File: config.mk
export PLATFORM = sky130hd
export DESIGN_NAME = eim_top
export DESIGN_NICKNAME = d
export VERILOG_FILES = /design/src/verilog/eim_pkg.sv /design/src/verilog/eim_core_if.sv /design/src/verilog/eim_gate.sv /design/src/verilog/eim_lockout.sv /design/src/verilog/eim_top.sv
export SDC_FILE = /design/constraint.sdc
export NUM_CORES = 1
export LEC_CHECK = 0
export BUFFER_PORTS_ARGS = -buffer_cell sky130_fd_sc_hd__buf_4
export CORE_MARGIN = 2
export CORE_UTILIZATION = 46
export DETAILED_ROUTE_END_ITERATION = 10
export GPL_ROUTABILITY_DRIVEN = 0
export PLACE_DENSITY = 0.76
export RECOVER_POWER = 50
export SLEW_MARGIN = 20
export SYNTH_ARGS = -nofsm -noshare
export SYNTH_HDL_FRONTEND = slang
export SYNTH_SLANG_ARGS = --single-unit
export TNS_END_PERCENT = 100
File: constraint.sdc
create_clock -name clk_in -period 1.85 [get_ports clk_in]
set_input_delay 0.2775 -clock clk_in [delete_from_list [all_inputs] [get_ports clk_in]]
set_output_delay 0.2775 -clock clk_in [all_outputs]
set_load 0.05 [all_outputs]
File: src/verilog/eim_pkg.sv
// constants, types and helpers shared by the error interrupt mask unit
package eim_pkg;

  localparam int unsigned DATA_W   = 32;
  localparam int unsigned ADDR_W   = 8;
  localparam int unsigned DEST_W   = 16;
  localparam int unsigned LOCKOUT_RETRY_LIMIT_W   = 4;

  // register byte offsets in node space
  localparam logic [ADDR_W-1:0] OFS_ERR_MASK  = 8'h14;
  localparam logic [ADDR_W-1:0] OFS_TARGET    = 8'h18;
  localparam logic [ADDR_W-1:0] OFS_SERVICE   = 8'h1c;
  localparam logic [ADDR_W-1:0] OFS_UTILITY   = 8'h20;

  // error_interrupt_mask layout
  localparam logic [DATA_W-1:0] MASK_WRITABLE = 32'h89ff_afff;
  localparam logic [DATA_W-1:0] MASK_IRQ_SRC  = 32'h09ff_afff;
  localparam logic [DATA_W-1:0] MASK_RESET    = 32'h0000_0000;
  localparam int unsigned       BIT_IV_ENABLE = 31;
  localparam int unsigned       BIT_MASK_COR  = 10;
  localparam int unsigned       BIT_MASK_UNC  = 9;

  // source bits that line up with their mask bit
  localparam logic [DATA_W-1:0] BUSERR_DIRECT = 32'h09ff_a000;
  localparam logic [DATA_W-1:0] SUMMARY_DIRECT = 32'h0000_09ff;
  localparam int unsigned       SUM_COR_MAP   = 13;
  localparam int unsigned       SUM_COR_DMA   = 10;
  localparam int unsigned       SUM_UNC_MAP   = 12;
  localparam int unsigned       SUM_UNC_DMA   = 9;

  // interrupt_target_mask and utility_config layout
  localparam logic [DATA_W-1:0] TARGET_RESET  = 32'h0000_0000;
  localparam int unsigned       LOCKOUT_RETRY_LIMIT_LSB      = 28;
  localparam logic [LOCKOUT_RETRY_LIMIT_W-1:0] LOCKOUT_RETRY_LIMIT_RESET    = 4'h4;
  localparam logic [DATA_W-1:0] READ_ZERO     = 32'h0000_0000;

  typedef enum logic [1:0] {
    EIM_LK_IDLE   = 2'b00,
    EIM_LK_RETRY  = 2'b01,
    EIM_LK_LOCKED = 2'b10
  } eim_lock_state_t;

  // map both status registers onto the mask bit positions
  function automatic logic [DATA_W-1:0] eim_cause(
    input logic [DATA_W-1:0] bus_err,
    input logic [DATA_W-1:0] summary
  );
    logic [DATA_W-1:0] c;
    c = (bus_err & BUSERR_DIRECT)
      | (summary & SUMMARY_DIRECT);
    c[BIT_MASK_COR] = summary[SUM_COR_MAP] | summary[SUM_COR_DMA];
    c[BIT_MASK_UNC] = summary[SUM_UNC_MAP] | summary[SUM_UNC_DMA];
    return c;
  endfunction

  // limit field to interlocked read attempts: 0 still allows one
  function automatic logic [LOCKOUT_RETRY_LIMIT_W-1:0] eim_attempts(
    input logic [LOCKOUT_RETRY_LIMIT_W-1:0] limit
  );
    return (limit == 4'h0) ? 4'h1 : limit;
  endfunction

endpackage

File: src/verilog/eim_core_if.sv
// carrier between the register hub, the interrupt gate and the lockout
`timescale 1ns/1ps
interface eim_core_if;
  logic [eim_pkg::DATA_W-1:0] mask;
  logic [eim_pkg::DATA_W-1:0] bus_err;
  logic [eim_pkg::DATA_W-1:0] summary;
  logic                       irq;
  logic [eim_pkg::DATA_W-1:0] pending;
  logic [eim_pkg::LOCKOUT_RETRY_LIMIT_W-1:0] limit;
  logic                       retry;
  logic                       done;
  logic                       clear;
  logic                       lockout;
  logic [eim_pkg::LOCKOUT_RETRY_LIMIT_W-1:0] count;

  modport hub (output mask, bus_err, summary, limit, retry, done, clear,
               input  irq, pending, lockout, count);
  modport gate (input mask, bus_err, summary, output irq, pending);
  modport lock (input limit, retry, done, clear, output lockout, count);
endinterface

File: src/verilog/eim_gate.sv
// error interrupt gating of status bits by the mask register
`timescale 1ns/1ps
module eim_gate (
  input  wire logic clk_in,
  input  wire logic rst_in,
  eim_core_if.gate  core
);

  logic [eim_pkg::DATA_W-1:0] pending_d;

  always_comb begin
    pending_d = eim_pkg::eim_cause(core.bus_err, core.summary)
              & core.mask & eim_pkg::MASK_IRQ_SRC;
  end

  // level request: stays up while any enabled status bit stays set
  always_ff @(posedge clk_in) begin
    if (rst_in) begin
      core.irq     <= 1'b0;
      core.pending <= eim_pkg::READ_ZERO;
    end else begin
      core.irq     <= |pending_d;
      core.pending <= pending_d;
    end
  end

endmodule

File: src/verilog/eim_lockout.sv
// consecutive interlocked read retry counter driving the lockout request
`timescale 1ns/1ps
module eim_lockout (
  input  wire logic clk_in,
  input  wire logic rst_in,
  eim_core_if.lock  core
);

  eim_pkg::eim_lock_state_t   state_q;
  logic [eim_pkg::LOCKOUT_RETRY_LIMIT_W-1:0] next_cnt;

  always_comb begin
    next_cnt = core.count + 4'h1;
  end

  always_ff @(posedge clk_in) begin
    if (rst_in || core.clear) begin
      state_q      <= eim_pkg::EIM_LK_IDLE;
      core.count   <= '0;
      core.lockout <= 1'b0;
    end else begin
      case (state_q)
        eim_pkg::EIM_LK_IDLE, eim_pkg::EIM_LK_RETRY: begin
          if (core.done) begin
            state_q    <= eim_pkg::EIM_LK_IDLE;
            core.count <= '0;
          end else if (core.retry) begin
            core.count <= next_cnt;
            // attempts used up: claim the bus by lockout
            if (next_cnt >= eim_pkg::eim_attempts(core.limit)) begin
              state_q      <= eim_pkg::EIM_LK_LOCKED;
              core.lockout <= 1'b1;
            end else begin
              state_q <= eim_pkg::EIM_LK_RETRY;
            end
          end
        end
        eim_pkg::EIM_LK_LOCKED: begin
          if (core.done) begin
            state_q      <= eim_pkg::EIM_LK_IDLE;
            core.count   <= '0;
            core.lockout <= 1'b0;
          end
        end
        default: begin
          state_q      <= eim_pkg::EIM_LK_IDLE;
          core.count   <= '0;
          core.lockout <= 1'b0;
        end
      endcase
    end
  end

endmodule

File: src/verilog/eim_top.sv
// error interrupt mask unit: registers, interrupt gating, lockout limit
//
// Notes on behaviour
// mask 27,24,23 gate bus error bits
// mask 22,21,20 gate bus error bits
// mask 19,18,17 gate bus error bits
// mask 16,15,13 gate bus error bits
// reserved mask bits read zero, software writes zero
// mask 11 gates invalid page frame summary
// mask 10 gates correctable ecc, summary 13/10
// mask 9 gates uncorrectable ecc, summary 12/9
// mask 8,7,6 gate same summary bits
// mask 5,4,3 gate same summary bits
// mask 2,1,0 gate same summary bits
// low sixteen target bits select nodes
// any number of target nodes together
// software writes upper target bits zero
// target register keeps all 32 bits
// diagnostics raise priority above 30 first
// software never touches service diagnostic register
// limit field sets retries before lockout
// limit loads 4 at reset, any value
// vector interrupts need enable bit and targets
// request holds while status and mask set
`timescale 1ns/1ps
module eim_top (
  input  wire logic                       clk_in,
  input  wire logic                       rst_in,
  input  wire logic                       node_reset_in,
  input  wire logic [eim_pkg::ADDR_W-1:0] reg_addr_in,
  input  wire logic                       reg_wr_in,
  input  wire logic                       reg_rd_in,
  input  wire logic [eim_pkg::DATA_W-1:0] reg_wdata_in,
  output logic      [eim_pkg::DATA_W-1:0] reg_rdata_out,
  output logic                            reg_ack_out,
  input  wire logic [eim_pkg::DATA_W-1:0] bus_error_register_in,
  input  wire logic [eim_pkg::DATA_W-1:0] error_summary_register_in,
  output logic                            err_irq_out,
  input  wire logic                       vector_event_in,
  output logic                            vector_valid_out,
  input  wire logic                       vector_ready_in,
  output logic      [eim_pkg::DEST_W-1:0] vector_dest_out,
  input  wire logic                       interlocked_retry_in,
  input  wire logic                       interlocked_done_in,
  output logic                            lockout_out
);

  logic [eim_pkg::DATA_W-1:0] error_interrupt_mask_q;
  logic [eim_pkg::DATA_W-1:0] interrupt_target_mask_q;
  logic [eim_pkg::LOCKOUT_RETRY_LIMIT_W-1:0] lockout_retry_limit_q;
  logic [eim_pkg::DATA_W-1:0] rdata_d;
  logic                       vector_pending_q;
  logic                       vector_enabled;
  logic                       init_reset;
  logic                       wr_mask;
  logic                       wr_target;
  logic                       wr_util;

  eim_core_if core ();

  assign init_reset = rst_in || node_reset_in;
  assign wr_mask    = reg_wr_in && (reg_addr_in == eim_pkg::OFS_ERR_MASK);
  assign wr_target  = reg_wr_in && (reg_addr_in == eim_pkg::OFS_TARGET);
  assign wr_util    = reg_wr_in && (reg_addr_in == eim_pkg::OFS_UTILITY);

  assign core.mask    = error_interrupt_mask_q;
  assign core.bus_err = bus_error_register_in;
  assign core.summary = error_summary_register_in;
  assign core.limit   = lockout_retry_limit_q;
  assign core.retry   = interlocked_retry_in;
  assign core.done    = interlocked_done_in;
  assign core.clear   = node_reset_in;

  eim_gate u_gate (
    .clk_in (clk_in),
    .rst_in (rst_in),
    .core   (core.gate)
  );

  eim_lockout u_lockout (
    .clk_in (clk_in),
    .rst_in (rst_in),
    .core   (core.lock)
  );

  assign err_irq_out = core.irq;
  assign lockout_out = core.lockout;

  // node reset also drops the vector enable, as a power-up does
  always_ff @(posedge clk_in) begin
    if (init_reset) begin
      error_interrupt_mask_q <= eim_pkg::MASK_RESET;
    end else if (wr_mask) begin
      error_interrupt_mask_q <= reg_wdata_in & eim_pkg::MASK_WRITABLE;
    end
  end

  // all 32 bits kept for data path tests; only the low half is used
  always_ff @(posedge clk_in) begin
    if (init_reset) begin
      interrupt_target_mask_q <= eim_pkg::TARGET_RESET;
    end else if (wr_target) begin
      interrupt_target_mask_q <= reg_wdata_in;
    end
  end

  always_ff @(posedge clk_in) begin
    if (init_reset) begin
      lockout_retry_limit_q <= eim_pkg::LOCKOUT_RETRY_LIMIT_RESET;
    end else if (wr_util) begin
      lockout_retry_limit_q <=
        reg_wdata_in[eim_pkg::LOCKOUT_RETRY_LIMIT_LSB +: eim_pkg::LOCKOUT_RETRY_LIMIT_W];
    end
  end

  // read mux; service register shows the gated sources as registered on the last clock
  always_comb begin
    case (reg_addr_in)
      eim_pkg::OFS_ERR_MASK: rdata_d = error_interrupt_mask_q;
      eim_pkg::OFS_TARGET:   rdata_d = interrupt_target_mask_q;
      eim_pkg::OFS_SERVICE:  rdata_d = core.pending;
      eim_pkg::OFS_UTILITY: begin
        rdata_d = eim_pkg::READ_ZERO;
        rdata_d[eim_pkg::LOCKOUT_RETRY_LIMIT_LSB +: eim_pkg::LOCKOUT_RETRY_LIMIT_W] =
          lockout_retry_limit_q;
      end
      default:               rdata_d = eim_pkg::READ_ZERO;
    endcase
  end

  always_ff @(posedge clk_in) begin
    if (rst_in) begin
      reg_rdata_out <= eim_pkg::READ_ZERO;
      reg_ack_out   <= 1'b0;
    end else begin
      reg_rdata_out <= reg_rd_in ? rdata_d : eim_pkg::READ_ZERO;
      reg_ack_out   <= reg_rd_in || reg_wr_in;
    end
  end

  // without any target node a vector interrupt would go nowhere
  assign vector_enabled =
    error_interrupt_mask_q[eim_pkg::BIT_IV_ENABLE] &&
    (|interrupt_target_mask_q[eim_pkg::DEST_W-1:0]);

  // a new event in the cycle of acceptance keeps the request pending
  always_ff @(posedge clk_in) begin
    if (init_reset || !vector_enabled) begin
      vector_pending_q <= 1'b0;
    end else if (vector_event_in) begin
      vector_pending_q <= 1'b1;
    end else if (vector_ready_in) begin
      vector_pending_q <= 1'b0;
    end
  end

  assign vector_valid_out = vector_pending_q;

  // one transaction reaches every selected node at once
  always_ff @(posedge clk_in) begin
    if (rst_in) begin
      vector_dest_out <= '0;
    end else begin
      vector_dest_out <=
        interrupt_target_mask_q[eim_pkg::DEST_W-1:0];
    end
  end
endmodule

Yosys cells after proc, flatten, opt, wreduce, memory -nomap -nowiden
Index checks and enable logic that the tools add are counted.
{"block": "classes", "n_addsub": 1, "multipliers": 0, "n_div": 0, "order_cmp": 1, "n_eq_ne": 11, "shift": 0, "muxes": 18, "n_bitwise": 5, "n_reduce_logical": 17}
{"op": "case mux 32 bit (4 select lines)", "n": 1}
{"op": "bitwise AND 28 bit", "n": 1}
{"op": "OR 28 x 12 -> 28 bit", "n": 1}
{"op": "== test 8 x 5 -> 1 bit (second input constant)", "n": 3}
{"op": "OR reduction 24 bit", "n": 1}
{"op": "two-way mux 4 bit", "n": 4}
{"op": "OR reduction 16 bit", "n": 1}
{"op": "== test 8 x 6 -> 1 bit (second input constant)", "n": 1}
{"op": "two-way mux 2 bit", "n": 4}
{"op": "case mux 4 bit (2 select lines)", "n": 1}
{"op": "two-way mux 1 bit", "n": 6}
{"op": "inequality test 2 bit (second input constant)", "n": 3}
{"op": "adder 4 x 1 -> 4 bit (second input constant)", "n": 1}
{"op": "greater-or-equal comparator 4 bit", "n": 1}
{"op": "logical AND 1 bit", "n": 4}
{"op": "zero test 4 bit", "n": 1}
{"op": "case mux 2 bit (2 select lines)", "n": 1}
{"op": "AND reduction 4 bit", "n": 1}
{"op": "OR reduction 2 bit", "n": 2}
{"op": "logical OR 1 bit", "n": 3}
{"op": "inequality test 3 bit (second input constant)", "n": 1}
{"op": "== test 2 x 1 -> 1 bit (second input constant)", "n": 1}
{"op": "== test 2 bit (second input constant)", "n": 1}
{"op": "zero test 2 bit", "n": 1}
{"op": "7 further kinds", "n": 8}
{"block": "totals", "regBits": 151, "latch_bits": 0, "mem_bits_rw": 0, "mem_bits_ro": 0, "inputBits": 113, "out_inout_bits": 52, "word_cells": 66, "memories": 0}

Longest topological paths before layout
Gate-level depths: netlist of run 1.
{"block": "logic_depth", "ltp_word": 7, "depth_mapped": 8, "depth_no_buf": 7}

Modules after synthesis
From an unflattened synthesis of run 1, not the netlist that was laid out.
{"block": "unflattened", "hier_cells": 578, "hier_area_um2": 5670.4}
{"module": "eim_top", "instances": 1, "cells_each": 435, "area_each_um2": 4342.9, "seq_area_each_um2": 2222.1}
{"module": "eim_gate", "instances": 1, "cells_each": 94, "area_each_um2": 842.1, "seq_area_each_um2": 500.5}
{"module": "eim_lockout", "instances": 1, "cells_each": 49, "area_each_um2": 485.5, "seq_area_each_um2": 140.1}

Least setup slack after synthesis of run 1
Ideal clock, no wire load.
{"block": "synth_timing", "path_kind": "register -> register", "startpoint": "register u_lockout.core.count[0]", "endpoint": "register u_lockout.state_q[0]", "setup_ns": 0.115, "arrival_ns": 1.840, "t_required_ns": 1.735, "path_slack_ns": -0.105, "stages_incl_launch_ff": 8, "path_buffers": 0, "synth_period_minus_slack_ns": 1.955, "cell_sequence": "dfxtp_1 > ha_1 > xor2_1 > ha_1 > or2_2 > a21oi_1 > o21ai_0 > a2111oi_0"}
{"block": "synth_between", "elab_chain_len": 6}
{"element": "start: declaration", "line_no": "eim_core_if.sv:19", "rtl": "modport lock (input limit, retry, done, clear, output lockout, count);"}
{"element": "start signal: assignment", "line_no": "eim_lockout.sv:28", "rtl": "core.count <= next_cnt;"}
{"element": "adder 4 x 1 -> 4 bit", "line_no": "eim_lockout.sv:13", "rtl": "next_cnt = core.count + 4'h1;"}
{"element": "greater-or-equal comparator 4 bit", "line_no": "eim_lockout.sv:30", "rtl": "if (next_cnt >= eim_pkg::eim_attempts(core.limit)) begin"}
{"element": "two-way mux 2 bit", "line_no": "eim_lockout.sv:30"}
{"element": "two-way mux 2 bit", "line_no": "eim_lockout.sv:27", "rtl": "end else if (core.retry) begin"}
{"element": "two-way mux 2 bit", "line_no": "eim_lockout.sv:24", "rtl": "if (core.done) begin"}
{"element": "case mux 2 bit (2 select lines)", "line_no": "eim_lockout.sv:22", "rtl": "case (state_q)"}
{"element": "end signal: assignment", "line_no": "eim_lockout.sv:25", "rtl": "state_q <= eim_pkg::EIM_LK_IDLE;"}
{"element": "end signal: assignment", "line_no": "eim_lockout.sv:31", "rtl": "state_q <= eim_pkg::EIM_LK_LOCKED;"}
{"element": "end signal: assignment", "line_no": "eim_lockout.sv:34", "rtl": "state_q <= eim_pkg::EIM_LK_RETRY;"}
{"element": "end: declaration", "line_no": "eim_lockout.sv:9", "rtl": "eim_pkg::eim_lock_state_t state_q;"}
No other way between the ends. The select of a mux whose other input is x is not followed.
A chain may end at the register's enable or synchronous reset.

Final worst setup path of run 1
{"block": "layout_timing", "startpoint": "register lockout_retry_limit_q, in the netlist core.limit[3]", "endpoint": "register u_lockout.core.lockout"}
{"block": "layout_between", "elab_chain_len": 5}
{"element": "start: declaration", "line_no": "eim_top.sv:50", "rtl": "logic [eim_pkg::LOCKOUT_RETRY_LIMIT_W-1:0] lockout_retry_limit_q;"}
{"element": "start signal: assignment", "line_no": "eim_top.sv:109", "rtl": "lockout_retry_limit_q <= eim_pkg::LOCKOUT_RETRY_LIMIT_RESET;"}
{"element": "start signal: assignment", "line_no": "eim_top.sv:111", "rtl": "lockout_retry_limit_q <="}
{"element": "zero test 4 bit", "line_no": "eim_pkg.sv:60", "rtl": "return (limit == 4'h0) ? 4'h1 : limit;"}
{"element": "two-way mux 4 bit *", "line_no": "eim_pkg.sv:60"}
{"element": "greater-or-equal comparator 4 bit *", "line_no": "eim_lockout.sv:30"}
{"element": "inequality test 2 x 1 -> 1 bit (no line) *"}
{"element": "AND reduction 4 bit (no line) *"}
{"element": "end signal: assignment", "line_no": "eim_lockout.sv:32", "rtl": "core.lockout <= 1'b1;"}
{"element": "end signal: assignment", "line_no": "eim_lockout.sv:42", "rtl": "core.lockout <= 1'b0;"}
{"element": "end signal: assignment", "line_no": "eim_lockout.sv:48", "rtl": "core.lockout <= 1'b0;"}
{"element": "end: declaration", "line_no": "eim_core_if.sv:19"}
Every way passes the cells marked *; elsewhere a longest branch is shown, timed or not.

==> results of run 1 <==
## cells by family after synthesis
kind of cell,count (synthesis)
AOI/OAI and AO/OA,81
and+or+nand+nor,241
DFF,143
xor gates and xnor gates,2
adders and majority gates,5
buffers and inverters,39
muxes,51
## per-stage QoR
step           std cells  power [mW]
2_1_floorplan        562        3.27
3_3_place_gp         822        3.46
3_5_place_dp         822        3.46
4_1_cts              855        6.78
5_1_grt              857        6.92
6_report             857        6.75
## routing by layer
| layer | track usage | wire length (um) |
|---|---|---|
| met2 | 0.382 | 7080 |
| met1 | 0.272 | 5930 |
| met3 | 0.0621 | 1080 |
| met5 | 0 | 0 |
| met4 | 0.0935 | 306 |
## registers in the layout (all words and copies together) (netlist names)
signal,count
interrupt_target_mask_q,32
reg_rdata_out,32
core.mask,25
u_gate.core.pending,24
vector_dest_out,16
core.limit,4
u_lockout.core.count,4
u_lockout.state_q,2
reg_ack_out,1
u_gate.core.irq,1
u_lockout.core.lockout,1
vector_valid_out,1
## cells in the mapped netlist, types with 2 or more instances
master,n,area [um^2]
dfxtp_1,143,2860
nand2_1,91,342
nor2_1,83,312
a22oi_1,30,225
a21oi_1,29,145
mux2i_1,27,270
mux2_2,24,270
nor2b_1,23,144
clkbuf_1,18,67.6
a21oi_2,10,87.6
nand4_1,9,56.3
nand3_1,7,35.0
buf_6,6,67.6
o21ai_0,6,30.0
and3_1,5,31.3
buf_2,5,25.0
ha_1,5,62.6
inv_1,5,18.8
nor4_1,5,31.3
buf_1,4,15.0
nand2b_1,3,18.8
nor3_1,3,15.0
or2_2,2,12.5
## critical path, stage by stage, from the launching register on
cell and delay (ns):
dfxtp_2 0.33, inv_2 0.05, a31o_4 0.25, ha_4 0.22
nand2b_4 0.14, a2111oi_4 0.34, buf_4 0.19, nor4_1 0.05
o211a_1 0.20
## power by group
part | switching [mW] | leakage [nW] | internal [mW]
Clock | 1.26 | 0.284 | 2.09
Sequential | 0.00239 | 1.15 | 3.08
Combinational | 0.163 | 1.47 | 0.147
Total | 1.43 | 2.90 | 5.32
## layout make-up
cell class	count	area, um^2	share of cell area
clock buffer	23	478	0.0676
clock inverter	9	108	0.0152
inverter	5	18.8	0.00266
multi-input combinational	380	2380	0.337
sequential	143	2870	0.406
tap	143	179	0.0253
timing repair buffer	154	1030	0.146
## final timing paths
path | startpoint | to | cells past startpoint
min | interlocked_done_in | u_lockout.state_q[0] | 2
min reg2reg | interrupt_target_mask_q[26] | interrupt_target_mask_q[26] | 2
max reg2reg | core.limit[3] | u_lockout.core.lockout | 8
max | core.limit[3] | u_lockout.core.lockout | 8
## layout by cell type (no fill, tap or decap), types with 2 or more instances in the layout
cell type,n
dfxtp_2,5
nor3_1,3
inv_1,2
a21oi_2,10
o21ai_0,5
nand2_1,91
nor2_1,83
and3_1,5
clkinv_2,3
mux2i_1,27
clkbuf_2,2
a22oi_1,30
dfxtp_1,137
nor4_1,5
mux2_2,24
inv_2,3
nand2b_1,2
buf_4,112
nand4_1,9
nor2b_1,22
a21oi_1,28
clkbuf_16,17
clkbuf_8,3
ha_4,3
clkbuf_1,41
buf_12,2
nand3_1,7
bufinv_16,2
clkinvlp_4,2
## timing repair
action / CTS / global route
setup endpoints to repair: 3 / 3
setup buffers: 1 / 2
pin swaps: 4 / 9
gates resized for setup: 8 / 7
==> flow_metrics.py, run 1 <==
metrics = {
    "worst_setup_path": {
        "critPathKind": "register to register",
        "cp-end-kind": "register",
        "start_kind": "register",
        "critPathArrivalTime_ns": 2.18,
        "ff2ff_setup_slack_ns": -0.01,
        "path_max_fanout": 2,
        "worst_ep_required_time_ns": 2.17,
    },
    "place": {
        "post_dp_cell_area_um2": 6560,
        "dp_hpwl_mm": 9.73,
        "post-place-ws_ns": -0.0668,
        "portBuffers": 126,
    },
    "clock_network": {
        "clock-root-buffer": "clkbuf_16",
        "cts_tree": "done",
        "cts_hold_buf": 0,
        "insertion_delay_ns": 0.42,
        "cts_max_path_buffers": 2,
        "cts_sinks": 143,
        "clk_pin_slew_ns": 0.06,
        "htreeDepth": 4,
        "cts_buffers": 17,
    },
    "synth": {
        "ys.flop_type": "dfxtp_1",
        "syn_area_per_cell_um2": 9.55,
        "synth_simple_gate_area_frac": 0.209,
        "synth_top_family_by_area": "simple AND/OR/NAND/NOR gates",
        "synthesis.instances": 562,
        "netlist_area_um2": 5370,
        "synth_fp_nets": 680,
        "synthMuxAreaShare": 0.101,
        "synth_xor_area_frac": 0.00326,
        "synth-seq-cells": 143,
        "ys_seq_area_frac": 0.533,
        "async_flop_share": 0,
        "synth_compound_area_frac": 0.105,
        "synthAdderAreaFrac": 0.0117,
        "yosysUniqueCellTypes": 42,
        "synth_warnings": 0,
        "synth_edf_count": 0,
    },
    "route": {
        "drc_errors": 0,
        "ant_nets": 0,
        "drt-pass1-iter-count": 5,
        "drtIter0Drc": 266,
        "drt_wl_total_mm": 14.4,
        "via_count": 4546,
        "wl_per_cell_um": 16.8,
        "post_drt_via_cell_ratio": 5.30,
    },
    "timing": {
        "slew_viol_final": 0,
        "setup_ws_ns": -0.0107,
        "relSlewSlack": 0.373,
        "fmax_ghz": 0.537,
        "finalSetupViolations": 2,
        "whs_ns": 0.0626,
        "timing_hold_violations_final": 0,
        "skew_ns": 0.00640,
        "final.setup.tns_ns": -0.0135,
        "period_share": 1.01,
        "worst_pin_slew_ns": 0.940,
        "min_period_ns": 1.86,
        "rsz0062_at_grt": "yes",
    },
    "grt": {
        "antenna_found_initial": 0,
        "grt_use_total": 0.226,
        "grt_start_max_net_pins": 44,
        "grt_pass1_vias": 4574,
        "grt_pass1_wl_mm": 22.3,
        "overflow": 0,
    },
    "layout": {
        "area_delta_synth_final_pct": 31.6,
        "num-fill-cells": 962,
        "diodes": 0,
        "fin_nets": 819,
        "drive_above_1_share": 0.290,
        "utilization": 0.619,
        "design_area_um2": 7070,
    },
    "power": {
        "vdd_drop_max_mv": 0.617,
        "cellLeakagePower_nw": 2.90,
        "p_per_area_nw_per_um2": 955,
    },
    "hold_path": {
        "hold_path_class": "input pin to register",
    },
    "floorplanning": {
        "die_w_um": 112,
        "ioPinCount": 165,
        "die-area_um2": 12600,
        "die_h_um": 112,
        "core-area_um2": 11400,
        "start_util": 0.470,
        "rows": 39,
    },
    "job": {
        "cap_violations": 0,
    },
    "outcome": {
        "violations": "setup timing",
        "status": "finished, violations left",
    },
}
No activity file was read; power rests on OpenSTA's default activity.
==> run 2, diff against run 1 <==
--- a/config.mk
+++ b/config.mk
@@ -6,12 +6,12 @@
 export NUM_CORES = 1
 export LEC_CHECK = 0
 export BUFFER_PORTS_ARGS = -buffer_cell sky130_fd_sc_hd__buf_4
+export CAP_MARGIN = 25
 export CORE_MARGIN = 2
 export CORE_UTILIZATION = 46
 export DETAILED_ROUTE_END_ITERATION = 10
 export GPL_ROUTABILITY_DRIVEN = 0
 export PLACE_DENSITY = 0.76
-export RECOVER_POWER = 50
 export SLEW_MARGIN = 20
 export SYNTH_ARGS = -nofsm -noshare
 export SYNTH_HDL_FRONTEND = slang
==> flow_metrics.py, run 2 (synthesis results as in run 1) <==
metrics = {
    "worst_setup_path": {
        "ff2ff_setup_slack_ns": -0.009,
        "crit_family": "compound AO/OA/AOI/OAI gates",
        "r2r_cells": 8,
        "critPathKind": "register to register",
        "critPathArrivalTime_ns": 2.17,
        "slowest_stage": "a2111oi_4",
        "worstPathCellList": "inv_2 -> a31o_4 -> ha_4 -> nand2b_4 -> a2111oi_4 -> buf_4 -> nor4_1 -> o211a_1",
        "cp_num_buf_inv": 2,
        "cp-end-kind": "register",
        "cp_slowest_stage_delay_ns": 0.34,
        "start_kind": "register",
        "r2r_start": "core.limit[3]",
        "r2r-end": "u_lockout.core.lockout",
        "worst_ep_required_time_ns": 2.17,
        "path_max_fanout": 2,
    },
    "grt": {
        "antenna_found_initial": 0,
        "overflow": 0,
        "grt_use_total": 0.226,
        "grt_start_max_net_pins": 44,
        "grt_pass1_wl_mm": 22.3,
        "grt_pass1_vias": 4574,
    },
    "floorplanning": {
        "die_w_um": 112,
        "ioPinCount": 165,
        "die_h_um": 112,
        "rows": 39,
        "die-area_um2": 12600,
        "start_util": 0.470,
        "core-area_um2": 11400,
    },
    "timing": {
        "final.setup.tns_ns": -0.0112,
        "relSlewSlack": 0.572,
        "min_period_ns": 1.86,
        "setup_ws_ns": -0.00917,
        "slew_viol_final": 0,
        "rsz0062_at_grt": "yes",
        "fmax_ghz": 0.538,
        "period_share": 1.00,
        "whs_ns": 0.0668,
        "finalSetupViolations": 2,
        "worst_pin_slew_ns": 0.642,
        "skew_ns": 0.00608,
        "timing_hold_violations_final": 0,
    },
    "route": {
        "wl_per_cell_um": 16.7,
        "drc_errors": 0,
        "ant_nets": 0,
        "post_drt_via_cell_ratio": 5.33,
        "via_count": 4567,
        "drt-pass1-iter-count": 5,
        "drtIter0Drc": 223,
        "drt_wl_total_mm": 14.3,
    },
    "clock_network": {
        "cts_sinks": 143,
        "cts_tree": "done",
        "htreeDepth": 4,
        "clk_pin_slew_ns": 0.06,
        "clock-root-buffer": "clkbuf_16",
        "insertion_delay_ns": 0.42,
        "cts_max_path_buffers": 2,
        "cts_buffers": 17,
    },
    "place": {
        "post-place-ws_ns": -0.0668,
        "dp_hpwl_mm": 9.73,
        "portBuffers": 126,
    },
    "hold_path": {
        "hold_path_class": "input pin to register",
        "hold_start": "interlocked_done_in",
        "min_path_cells": 2,
        "whs_endpoint": "u_lockout.state_q[0]",
    },
    "power": {
        "cellLeakagePower_nw": 3.07,
        "vdd_drop_max_mv": 0.615,
        "finalPower_mw": 6.75,
        "p_per_area_nw_per_um2": 935,
    },
    "outcome": {
        "violations": "setup timing",
        "status": "finished, violations left",
    },
    "layout": {
        "num-fill-cells": 921,
        "drive_above_1_share": 0.343,
        "fin_nets": 819,
        "utilization": 0.633,
        "area_delta_synth_final_pct": 34.6,
        "mostFrequentLayoutCells": "152 x buf_4, 137 x dfxtp_1, 91 x nand2_1, 83 x nor2_1, 30 x a22oi_1",
        "diodes": 0,
        "mostFrequentLayoutCell": "buf_4",
    },
    "job": {
        "cap_violations": 0,
    },
}
## run 2: where the power goes
| part | internal [mW] | switching [mW] |
|---|---|---|
| clock | 2.09 | 1.26 |
| combinational | 0.152 | 0.165 |
| sequential | 3.08 | 0.00243 |
| total | 5.33 | 1.43 |
## run 2: repair_timing
item | in CTS | in global routing
endpoints found under the setup margin | 3 | 3
resized for setup | 8 | 7
gates cloned | 0 | 0
setup buffers | 1 | 2
hold buffers | 0 | 0
pin swaps | 4 | 9
## run 2: layout make-up
class	instances	area, um^2	area share
Sequential cell	143	2870	0.398
Clock inverter	9	108	0.0149
Inverter	5	18.8	0.00260
Multi-Input combinational cell	380	2390	0.330
Tap cell	143	179	0.0248
Clock buffer	23	478	0.0662
Timing Repair Buffer	154	1180	0.163
## run 2: stage by stage
| step | std cells | area [um^2] |
|---|---|---|
| 5_1_grt | 857 | 7220 |
| 3_3_place_gp | 822 | 6560 |
| 6_report | 857 | 7220 |
| 3_5_place_dp | 822 | 6560 |
| 4_1_cts | 855 | 7180 |
| 2_1_floorplan | 562 | 5400 |
## run 2: how the worst max path moves through the flow
stage	slack (ns)	start	cells after the start	end
after floorplan	0.003	core.limit[2]	7	u_lockout.state_q[0]
after global placement	0.008	core.limit[2]	7	u_lockout.state_q[0]
after detailed placement	-0.07	core.limit[2]	7	u_lockout.state_q[0]
after CTS	-0.03	core.limit[1]	7	u_lockout.state_q[0]
after global routing	-0.05	core.limit[3]	8	u_lockout.core.lockout
final	-0.009	core.limit[3]	8	u_lockout.core.lockout
## run 2: per-layer routing
metal / global-route usage / up-vias / share of wire
li1: - / 2190 / -
met1: 0.272 / 2157 / 0.41
met2: 0.382 / 190 / 0.50
met3: 0.0621 / 30 / 0.075
met4: 0.0935 / 0 / 0.020
met5: 0 / - / 0
## run 2: worst reg2reg max path: stages, from the launching register on
cell and delay [ns]:
dfxtp_2 0.33, inv_2 0.05, a31o_4 0.25, ha_4 0.22, nand2b_4 0.14, a2111oi_4 0.34, buf_4 0.19, nor4_1 0.05
o211a_1 0.20
